$ cat config.mk
export PLATFORM = sky130hd
export DESIGN_NAME = watchdog_control_status_regs
export DESIGN_NICKNAME = d
export VERILOG_FILES = /design/src/hw/watchdog_pkg.sv /design/src/hw/watchdog_counter.sv /design/src/hw/watchdog_control_status_regs.sv
export SDC_FILE = /design/constraint.sdc
export NUM_CORES = 1
export LEC_CHECK = 0
export BUFFER_PORTS_ARGS = -buffer_cell sky130_fd_sc_hd__buf_2
export CORE_ASPECT_RATIO = 0.9
export CORE_MARGIN = 5
export CORE_UTILIZATION = 56
export DETAILED_ROUTE_END_ITERATION = 8
export HOLD_SLACK_MARGIN = 0.08
export PLACE_DENSITY = 0.82
export SLEW_MARGIN = 20
export SYNTH_ARGS = -nofsm -noshare
export SYNTH_HDL_FRONTEND = slang
export SYNTH_SLANG_ARGS = --single-unit
export TNS_END_PERCENT = 100
$ cat constraint.sdc
create_clock -name core_clk -period 5.6 [get_ports core_clk]
set_clock_uncertainty 0.2 [all_clocks]
set_input_delay 0.84 -clock core_clk [delete_from_list [all_inputs] [get_ports core_clk]]
set_output_delay 0.84 -clock core_clk [all_outputs]
set_load 0.02 [all_outputs]
$ cat src/hw/watchdog_pkg.sv
// shared constants, types and decoders for the watchdog register block
package watchdog_pkg;

    // ----------------------------------------------------------------
    // register map (avalon word address, one register per word)
    // ----------------------------------------------------------------
    localparam logic [1:0] IDX_CONTROL = 2'h0; // period and window fields
    localparam logic [1:0] IDX_STATUS = 2'h1;  // lock and sync busy
    localparam logic [1:0] IDX_KEY = 2'h2;     // protected change key
    localparam logic [1:0] BYTE_LANE_ZERO = 2'h0; // upper address bits of a mapped word

    // ----------------------------------------------------------------
    // field layout and reset values
    // ----------------------------------------------------------------
    localparam int PERIOD_LSB = 0;
    localparam int WINDOW_LSB = 4;
    localparam int FIELD_W = 4;
    localparam int LOCK_BIT = 7;
    localparam int BUSY_BIT = 0;
    localparam logic [7:0] CONTROL_RESET = 8'h00;
    localparam logic [7:0] STATUS_RESET = 8'h00;
    localparam logic [31:0] READ_ZERO = 32'h00000000;
    localparam logic [3:0] CODE_OFF = 4'h0;
    localparam logic [3:0] CODE_MAX = 4'hb;

    // ----------------------------------------------------------------
    // timing in slow watchdog ticks; key window in bus accesses
    // ----------------------------------------------------------------
    localparam int COUNT_W = 14;
    localparam logic [3:0] TICK_SHIFT = 4'h2;
    localparam logic [COUNT_W-1:0] COUNT_ZERO = 14'h0000;
    localparam logic [COUNT_W-1:0] COUNT_ONE = 14'h0001;
    localparam logic [2:0] KEY_WINDOW = 3'h4; // accesses the key stays open
    localparam logic [2:0] KEY_CLOSED = 3'h0;

    // ----------------------------------------------------------------
    // state enumerations
    // ----------------------------------------------------------------
    typedef enum logic [1:0] {SYNC_IDLE, SYNC_FIRST, SYNC_SECOND} sync_state_type;
    typedef enum logic [1:0] {PHASE_OFF, PHASE_OPEN, PHASE_CLOSED} phase_type;

    // last tick index of a period code, reserved codes clamp to the longest
    function automatic logic [COUNT_W-1:0] tick_limit(input logic [3:0] code);
        logic [3:0] c;
        c = (code > CODE_MAX) ? CODE_MAX : code;
        return (COUNT_ONE << (c + TICK_SHIFT)) - COUNT_ONE;
    endfunction : tick_limit

    // period field of a control byte
    function automatic logic [3:0] period_of(input logic [7:0] ctrl);
        return ctrl[PERIOD_LSB +: FIELD_W];
    endfunction : period_of

    // window field of a control byte
    function automatic logic [3:0] window_of(input logic [7:0] ctrl);
        return ctrl[WINDOW_LSB +: FIELD_W];
    endfunction : window_of

endpackage : watchdog_pkg

$ cat src/hw/watchdog_counter.sv
// time-out and window counter running on synchronised watchdog ticks
`timescale 1ns/1ps
module watchdog_counter import watchdog_pkg::*; (
    // clock and reset
    input wire logic core_clk,
    input wire logic reset_n,
    // tick and control
    input wire logic tick,
    input wire logic clearReq,
    input wire logic halt,
    input wire logic [3:0] periodCode,
    input wire logic [3:0] windowCode,
    // result
    output logic expired
);

    // ----------------------------------------------------------------
    // state
    // ----------------------------------------------------------------
    typedef struct packed {
        phase_type phase;           // off, open or closed window
        logic [COUNT_W-1:0] count;  // ticks spent in current phase
        logic expired;              // sticky until system reset
    } cnt_type;

    cnt_type s;
    cnt_type next_s;

    // ----------------------------------------------------------------
    // next state
    // ----------------------------------------------------------------
    always_comb begin
        next_s = s;
        if (s.expired) begin
            // held until the system reset pulls reset_n
            next_s.expired = 1'b1;
        end else if (periodCode == CODE_OFF || halt) begin
            next_s.phase = PHASE_OFF;
            next_s.count = COUNT_ZERO;
        end else if (clearReq) begin
            if (s.phase == PHASE_CLOSED) begin
                next_s.expired = 1'b1;
            end else begin
                next_s.count = COUNT_ZERO;
                next_s.phase = (windowCode != CODE_OFF) ? PHASE_CLOSED : PHASE_OPEN;
            end
        end else if (s.phase == PHASE_OFF) begin
            // first period after enable is a plain time-out
            next_s.phase = PHASE_OPEN;
            next_s.count = COUNT_ZERO;
        end else if (s.phase == PHASE_CLOSED && windowCode == CODE_OFF) begin
            // window mode switched off mid closed period
            next_s.phase = PHASE_OPEN;
            next_s.count = COUNT_ZERO;
        end else if (tick) begin
            if (s.phase == PHASE_CLOSED) begin
                if (s.count == tick_limit(windowCode)) begin
                    next_s.phase = PHASE_OPEN;
                    next_s.count = COUNT_ZERO;
                end else begin
                    next_s.count = s.count + COUNT_ONE;
                end
            end else if (s.count == tick_limit(periodCode)) begin
                next_s.expired = 1'b1;
            end else begin
                next_s.count = s.count + COUNT_ONE;
            end
        end
    end

    // ----------------------------------------------------------------
    // registers
    // ----------------------------------------------------------------
    always_ff @(posedge core_clk or negedge reset_n) begin
        if (!reset_n) begin
            s <= '{phase: PHASE_OFF, count: COUNT_ZERO, expired: 1'b0};
        end else begin
            s <= next_s;
        end
    end

    assign expired = s.expired;
endmodule : watchdog_counter

$ cat src/hw/watchdog_control_status_regs.sv
// watchdog control and status registers with avalon-mm slave and sync
//
// Functional notes
// - nonzero window field selects window mode
// - window codes 1..11 give 8..8K ticks
// - nonzero period field enables the watchdog
// - period codes 1..11 give 8..8K ticks
// - in window mode period is open window
// - lock set makes control register read-only
// - lock only set; cleared in debug only
// - boot period nonzero sets lock automatically
// - busy flag covers control crossing to watchdog
// - control and lock need the unlock key
// - control reset value comes from boot fuse
// - missed clear issues system reset; clear restarts
// - clear in closed window resets; open follows
`timescale 1ns/1ps
module watchdog_control_status_regs import watchdog_pkg::*; #(
    // unlock key value, arbitrary
    parameter logic [7:0] UNLOCK_KEY = 8'h5a
) (
    // clock and reset
    input wire logic core_clk,
    input wire logic reset_n,
    // avalon-mm slave
    input wire logic [3:0] address,
    input wire logic read,
    input wire logic write,
    input wire logic [31:0] writedata,
    input wire logic [3:0] byteenable,
    output logic [31:0] readdata,
    output logic waitrequest,
    // slow watchdog clock pin
    input wire logic wdtClkPin,
    // cpu side
    input wire logic wdClear,
    input wire logic debugMode,
    input wire logic debugHalt,
    input wire logic [7:0] bootConfigFuse,
    // reset request
    output logic systemReset
);

    // ----------------------------------------------------------------
    // state
    // ----------------------------------------------------------------
    typedef struct packed {
        logic sync1;                 // first pin synchroniser stage
        logic sync2;                 // second pin synchroniser stage
        logic prev;                  // previous synchronised level
        logic bootDone;              // fuse already applied
        logic [7:0] control;         // software visible control byte
        logic [7:0] applied;         // control seen by the counter
        logic lock;                  // control write protect
        sync_state_type sync;        // crossing progress
        logic [2:0] keyCount;        // accesses left with key open
        logic ack;                   // second cycle of a transfer
        logic [31:0] rdata;          // registered read data
        logic clearPending;          // clear waiting for a tick
    } regs_type;

    regs_type s;
    regs_type next_s;

    // ----------------------------------------------------------------
    // decode helpers
    // ----------------------------------------------------------------
    logic request;        // read or write held by the master
    logic accept;         // transfer completes this edge
    logic lane0;          // low byte enabled on write
    logic wordOk;         // aligned, mapped address
    logic [1:0] index;    // register index
    logic tick;           // one cycle per rising watchdog edge
    logic keyOpen;        // protected write allowed now
    logic ctrlWrite;      // protected control write taken
    logic statWrite;      // protected status write taken
    logic busy;           // crossing in progress
    logic counterExpired; // counter wants a system reset

    // register index of a word address, used by read and write paths
    function automatic logic [1:0] word_index(input logic [3:0] addr);
        return addr[1:0];
    endfunction : word_index

    assign request = read || write;
    assign accept = request && s.ack;
    assign index = word_index(address);
    assign wordOk = (address[3:2] == BYTE_LANE_ZERO) && (index <= IDX_KEY);
    assign lane0 = byteenable[0];
    assign keyOpen = s.keyCount != KEY_CLOSED;
    assign busy = s.sync != SYNC_IDLE;
    assign tick = s.sync2 && !s.prev;
    assign ctrlWrite = accept && write && wordOk && lane0 && keyOpen
                       && index == IDX_CONTROL;
    assign statWrite = accept && write && wordOk && lane0 && keyOpen
                       && index == IDX_STATUS;

    // one wait cycle on every transfer, so read data can come from a flop
    assign waitrequest = request && !s.ack;
    assign readdata = s.rdata;

    // ----------------------------------------------------------------
    // next state
    // ----------------------------------------------------------------
    always_comb begin
        next_s = s;

        // pin synchroniser; only the second stage feeds logic
        next_s.sync1 = wdtClkPin;
        next_s.sync2 = s.sync1;
        next_s.prev = s.sync2;

        // bus handshake: ack toggles in for exactly one cycle
        next_s.ack = request && !s.ack;

        // read data latched in the wait cycle
        if (read && !s.ack) begin
            next_s.rdata = READ_ZERO;
            if (wordOk && index == IDX_CONTROL) begin
                next_s.rdata[7:0] = s.control;
            end else if (wordOk && index == IDX_STATUS) begin
                next_s.rdata[7:0] = STATUS_RESET;
                next_s.rdata[LOCK_BIT] = s.lock;
                next_s.rdata[BUSY_BIT] = busy;
            end
        end

        // key window: opened by the key, spent by accesses
        if (accept && write && wordOk && lane0 && index == IDX_KEY) begin
            next_s.keyCount = (writedata[7:0] == UNLOCK_KEY) ? KEY_WINDOW : KEY_CLOSED;
        end else if (ctrlWrite || statWrite) begin
            next_s.keyCount = KEY_CLOSED;
        end else if (accept && keyOpen) begin
            next_s.keyCount = s.keyCount - 3'h1;
        end

        // crossing: hold the new value for two watchdog ticks
        case (s.sync)
            SYNC_IDLE: begin
                next_s.sync = SYNC_IDLE;
            end
            SYNC_FIRST: begin
                if (tick) begin
                    next_s.sync = SYNC_SECOND;
                end
            end
            SYNC_SECOND: begin
                if (tick) begin
                    next_s.applied = s.control;
                    next_s.sync = SYNC_IDLE;
                end
            end
            default: begin
                next_s.sync = SYNC_IDLE;
            end
        endcase

        if (ctrlWrite && !s.lock) begin
            next_s.control = writedata[7:0];
            next_s.sync = SYNC_FIRST;
        end

        if (statWrite) begin
            if (writedata[LOCK_BIT]) begin
                next_s.lock = 1'b1;
            end else if (debugMode) begin
                next_s.lock = 1'b0;
            end
        end

        // clear request waits for a tick; a second one meanwhile is dropped
        if (s.clearPending && tick) begin
            next_s.clearPending = 1'b0;
        end else if (wdClear) begin
            next_s.clearPending = 1'b1;
        end

        if (!s.bootDone) begin
            next_s.bootDone = 1'b1;
            next_s.control = bootConfigFuse;
            next_s.applied = bootConfigFuse;
            next_s.sync = SYNC_IDLE;
            next_s.lock = period_of(bootConfigFuse) != CODE_OFF;
        end
    end

    // ----------------------------------------------------------------
    // registers
    // ----------------------------------------------------------------
    always_ff @(posedge core_clk or negedge reset_n) begin
        if (!reset_n) begin
            s <= '{sync1: 1'b0, sync2: 1'b0, prev: 1'b0, bootDone: 1'b0,
                   control: CONTROL_RESET, applied: CONTROL_RESET,
                   lock: STATUS_RESET[LOCK_BIT], sync: SYNC_IDLE,
                   keyCount: KEY_CLOSED, ack: 1'b0, rdata: READ_ZERO,
                   clearPending: 1'b0};
        end else begin
            s <= next_s;
        end
    end

    // ----------------------------------------------------------------
    // counter in the tick domain
    // ----------------------------------------------------------------
    // counter steps on ticks
    watchdog_counter counter (
        .core_clk(core_clk),
        .reset_n(reset_n),
        .tick(tick),
        .clearReq(s.clearPending && tick),
        .halt(debugHalt || !s.bootDone),
        .periodCode(period_of(s.applied)),
        .windowCode(window_of(s.applied)),
        .expired(counterExpired)
    );

    assign systemReset = counterExpired;
endmodule : watchdog_control_status_regs

==> results by group <==
CTS
  – Insertion delay of the later-clocked pin in the worst-skew pair: 310 ps
  – Clock transition at the registers of the reported paths: 100 ps
  – Number of buffers on the longest clock path: 2
  – Sinks on the clock net: 53
  – Post-CTS Setup Repair Bufs: 0
  – Cells resized by post-CTS repair: 0
  – Clock tree from TritonCTS: built
  – Hold-fix buffers at CTS: 0
  – H-Tree Level Count: 2
  – Number of buffers created by CTS: 5
  – Root Driver: sky130_fd_sc_hd__clkbuf_8

Critical path
  – Worst-path cell with the longest stage delay: sky130_fd_sc_hd__dfrtp_1
  – Cell Chain, Critical Path: a21o_1 > ha_1 > buf_4 > nand2_1 > o22ai_1 > nand2_1 > ha_1 > xnor2_1 > nor4b_1 > o21ai_1 > a22o_1 > or4_1 > or4_4 > and3_4 > a311o_1
  – Count of buffering cells on the critical path with inverters included: 1
  – CP max stage delay: 700 ps
  – Startpoint type of the worst setup path: flip-flop
  – Worst path required time: 5590 ps
  – Maximum fanout encountered on the critical timing path: 18
  – Cell type group with the largest total delay on the critical path: simple AND/OR/NAND/NOR gates
  – Kind of capture point of the worst setup path: flip-flop
  – Reg-to-reg critical path endpoint: counter.s[3]$_DFFE_PN0P_
  – Worst-case reg-to-reg path depth: 15
  – Worst setup path class: flip-flop to flip-flop
  – Slack of the worst reg-to-reg path: 720 ps
  – Worst flop-to-flop path startpoint: s[41]$_DFFE_PN0P_
  – Data arrival time of the critical path: 4870 ps

Drt
  – Met2 Routed Length: 4700 um
  – Vias/cell: 6.15
  – Number of vias after detailed routing: 3,773
  – Drt wl/cell: 15.9 um
  – Highest metal used: met4
  – Number of design rule violations left after detail routing: 0
  – Detailed Route Iter0 Violations: 222
  – WL final: 9760 um
  – Pre-antenna DRT Iters: 5
  – Met3 wire length: 513 um
  – Total routed wire length on the met1 layer: 4270 um
  – Antenna violation net count after detailed routing: 0

Pwr
  – Fraction of power spent switching nets: 35.7%
  – Combinational share of power: 29.4%
  – Leakage power summed over all cells: 1.91 nW
  – Pwr per Cell Area: 224 nW/um^2
  – Maximum resistive drop on vdd: 181 uV
  – Sequential share of power: 46.6%
  – P_int: 0.628 mW
  – Switching power: 0.348 mW
  – Portion of total power attributed to the clock network: 24.0%

Synthesis
  – #FFs+latches synth: 53
  – Number of distinct library cell variants in the gate-level netlist after synthesis: 70
  – Most used standard cell by instance count after synthesis: sky130_fd_sc_hd__nand2_1
  – Number of flops mapped to enable cells by yosys: 0
  – Number of cells produced by synthesis: 513
  – Cell types with the highest counts after synthesis: 57 x sky130_fd_sc_hd__nand2_1, 53 x sky130_fd_sc_hd__dfrtp_1, 38 x sky130_fd_sc_hd__nor2_1
  – Synth Area per Inst: 8.29 um^2
  – Portion of synthesized cell area occupied by the leading cell type: 31.2%
  – Async set-reset flop share out of synthesis: 100%
  – Netlist area before placement: 4260 um^2
  – Sequential cell area fraction in the yosys report: 31.2%
  – Synthesis Warnings: 0
  – Cell type with the largest total area after synthesis: sky130_fd_sc_hd__dfrtp_1
  – Top FF cell, synth: sky130_fd_sc_hd__dfrtp_1
  – Biggest area contributors in the synthesized netlist: sky130_fd_sc_hd__dfrtp_1 31%, sky130_fd_sc_hd__buf_4 6.2%, sky130_fd_sc_hd__nand2_1 5.0%, sky130_fd_sc_hd__a21oi_1 3.4%, sky130_fd_sc_hd__nor2_1 3.4%

Layout
  – Utilization after layout: 58.3%
  – Non-Filler Instances: 613
  – ANT cells: 0
  – Final-stage net count: 579
  – Filler cells: 660
  – Layout area overhead: 2.32%
  – Fraction of layout cells with a size suffix above 1: 13.2%

Timing
  – Worst slack on hold paths: 175 ps
  – Setup ws final: 722 ps
  – Rel. slew slack: 44.9%
  – Part of the cycle the worst path needs: 87.1%
  – Peak clock frequency supported by timing: 205 MHz
  – Time the final worst path needs with I/O delays and setup: 4880 ps
  – Final sum of negative setup slack: 0 ps
  – Slew of the pin with the lowest slew margin: 827 ps
  – Count of endpoints failing hold in the final timing report: 0
  – Final setup violation count: 0
  – Number of max-slew violations in the final report: 0
  – RSZ-0062 raised after global routing: false

Floorplanning
  – Die Ht: 92.7 um
  – Top-level port count: 90
  – Area of the die: 9440 um^2
  – Floorplan row count: 30
  – DIE WIDTH: 102 um
  – Core Region: 7470 um^2
  – Starting utilization of the core area: 57.0%

Global routing
  – Number of global-route vias before repair: 3,440
  – Initial antenna violation count: 0
  – Global-route congestion overflow total: 0
  – Maximum number of pins on one net before global-route repair: 54
  – GRT Overall Usage: 20.8%
  – First-pass GRT wire length: 16,100 um

Placement
  – Cells after DPL: 605
  – Pre-CTS setup slack: 815 ps
  – Input/output buffers: 38
  – Last weighted congestion value of the routability-driven placer: 0.865
  – HPWL reported at the end of detailed placement: 7280 um

Min path
  – Hold Path Sink: next_s[57]$_DFF_PN0_
  – Class of the tightest hold or removal check: flip-flop to flip-flop
  – Start point of the worst hold path: next_s[58]$_DFF_PN0_
  – Hold-critical path depth: 0

Run status
  – Outcome: finished clean

Job
  – Number of maximum-capacitance violations: 0
-- cell usage in the layout, fill, tap and decap left out, types with 6 or more instances in the layout --
cell type,Yosys,routed
sky130_fd_sc_hd__mux2i_1,11,11
sky130_fd_sc_hd__nand3_1,15,15
sky130_fd_sc_hd__a221o_1,9,9
sky130_fd_sc_hd__ha_1,7,7
sky130_fd_sc_hd__nand2_1,57,57
sky130_fd_sc_hd__a22o_1,7,7
sky130_fd_sc_hd__nor2b_1,14,14
sky130_fd_sc_hd__xor2_1,6,6
sky130_fd_sc_hd__or3_1,6,6
sky130_fd_sc_hd__buf_2,7,38
sky130_fd_sc_hd__nor4b_1,9,8
sky130_fd_sc_hd__xnor2_1,12,12
sky130_fd_sc_hd__nand2b_1,13,13
sky130_fd_sc_hd__conb_1,2,25
sky130_fd_sc_hd__dfrtp_1,53,53
sky130_fd_sc_hd__clkbuf_8,0,6
sky130_fd_sc_hd__nor2_1,38,38
sky130_fd_sc_hd__nor3_1,8,8
sky130_fd_sc_hd__a21oi_1,29,29
sky130_fd_sc_hd__a31oi_1,12,12
sky130_fd_sc_hd__and3_1,11,11
sky130_fd_sc_hd__o21ai_0,10,10
sky130_fd_sc_hd__or4_1,6,6
sky130_fd_sc_hd__inv_1,7,7
-- metal layers --
metal / vias to the layer above / track usage [%]
met5: - / 0
met4: 0 / 8.09
met3: 28 / 2.79
met2: 115 / 33.0
met1: 1815 / 28.7
li1: 1815 / -
-- worst max path at each step --
stage,start,slack [ps],cells past startpoint,to
6_report,s[41]$_DFFE_PN0P_,720,15,counter.s[3]$_DFFE_PN0P_
5_1_grt,s[41]$_DFFE_PN0P_,430,15,counter.s[3]$_DFFE_PN0P_
4_1_cts,s[41]$_DFFE_PN0P_,790,15,counter.s[3]$_DFFE_PN0P_
3_5_place_dp,s[41]$_DFFE_PN0P_,820,13,counter.s[3]$_DFFE_PN0P_
3_3_place_gp,s[41]$_DFFE_PN0P_,920,15,counter.s[3]$_DFFE_PN0P_
2_1_floorplan,s[43]$_DFFE_PN0P_,960,20,counter.s[13]$_DFFE_PN0P_
-- worst register-to-register path: stages (launching register included) --
cell	delay [ps]
sky130_fd_sc_hd__dfrtp_1	700
sky130_fd_sc_hd__a21o_1	170
sky130_fd_sc_hd__ha_1	340
sky130_fd_sc_hd__buf_4	260
sky130_fd_sc_hd__nand2_1	70
sky130_fd_sc_hd__o22ai_1	150
sky130_fd_sc_hd__nand2_1	80
sky130_fd_sc_hd__ha_1	320
sky130_fd_sc_hd__xnor2_1	240
sky130_fd_sc_hd__nor4b_1	270
sky130_fd_sc_hd__o21ai_1	120
sky130_fd_sc_hd__a22o_1	210
sky130_fd_sc_hd__or4_1	480
sky130_fd_sc_hd__or4_4	530
sky130_fd_sc_hd__and3_4	260
sky130_fd_sc_hd__a311o_1	360
-- registers in the layout, summed over array words and instances, names as in the netlist --
| register | flops |
|---|---|
| counter.s | 16 |
| readdata | 8 |
| next_s | 2 |
| s | 26 |
| counter.expired | 1 |
-- area by class of cell --
class | instances | area [um^2] | share of cell area (%)
clock buffers | 6 | 82.6 | 1.90
flip-flops and latches | 53 | 1330 | 30.5
inverters | 8 | 30.0 | 0.690
well taps | 96 | 120 | 2.76
clock inverters | 2 | 16.3 | 0.374
repair buffers | 43 | 228 | 5.23
multi-input cells | 405 | 2550 | 58.6
-- metrics by stage --
stage          power, mW  area (um^2)
2_1_floorplan      0.694         4340
3_3_place_gp       0.731         4260
3_5_place_dp       0.746         4260
4_1_cts            0.977         4350
5_1_grt             1.03         4350
6_report           0.976         4350
-- power by group through the flow --
stage / Clock [mW] / Combinational (mW) / Sequential [mW]
3_3_place_gp: 0 / 0.273 / 0.458
3_5_place_dp: 0 / 0.285 / 0.461
2_1_floorplan: 0 / 0.256 / 0.438
6_report: 0.234 / 0.287 / 0.454
4_1_cts: 0.237 / 0.286 / 0.453
5_1_grt: 0.254 / 0.320 / 0.461
-- cells by family (layout without fill, tap and decap cells) --
family	after synthesis	in the layout	share of synthesized area (%)
mux	12	12	2.85
other cells	2	25	0.176
simple gates	224	224	29.1
compound gates	119	119	19.8
xor+xnor	18	18	3.70
buf+inv	78	59	11.1
flops	53	53	31.2
fa+ha+maj	7	7	2.06
No activity file was read; power rests on OpenSTA's default activity.
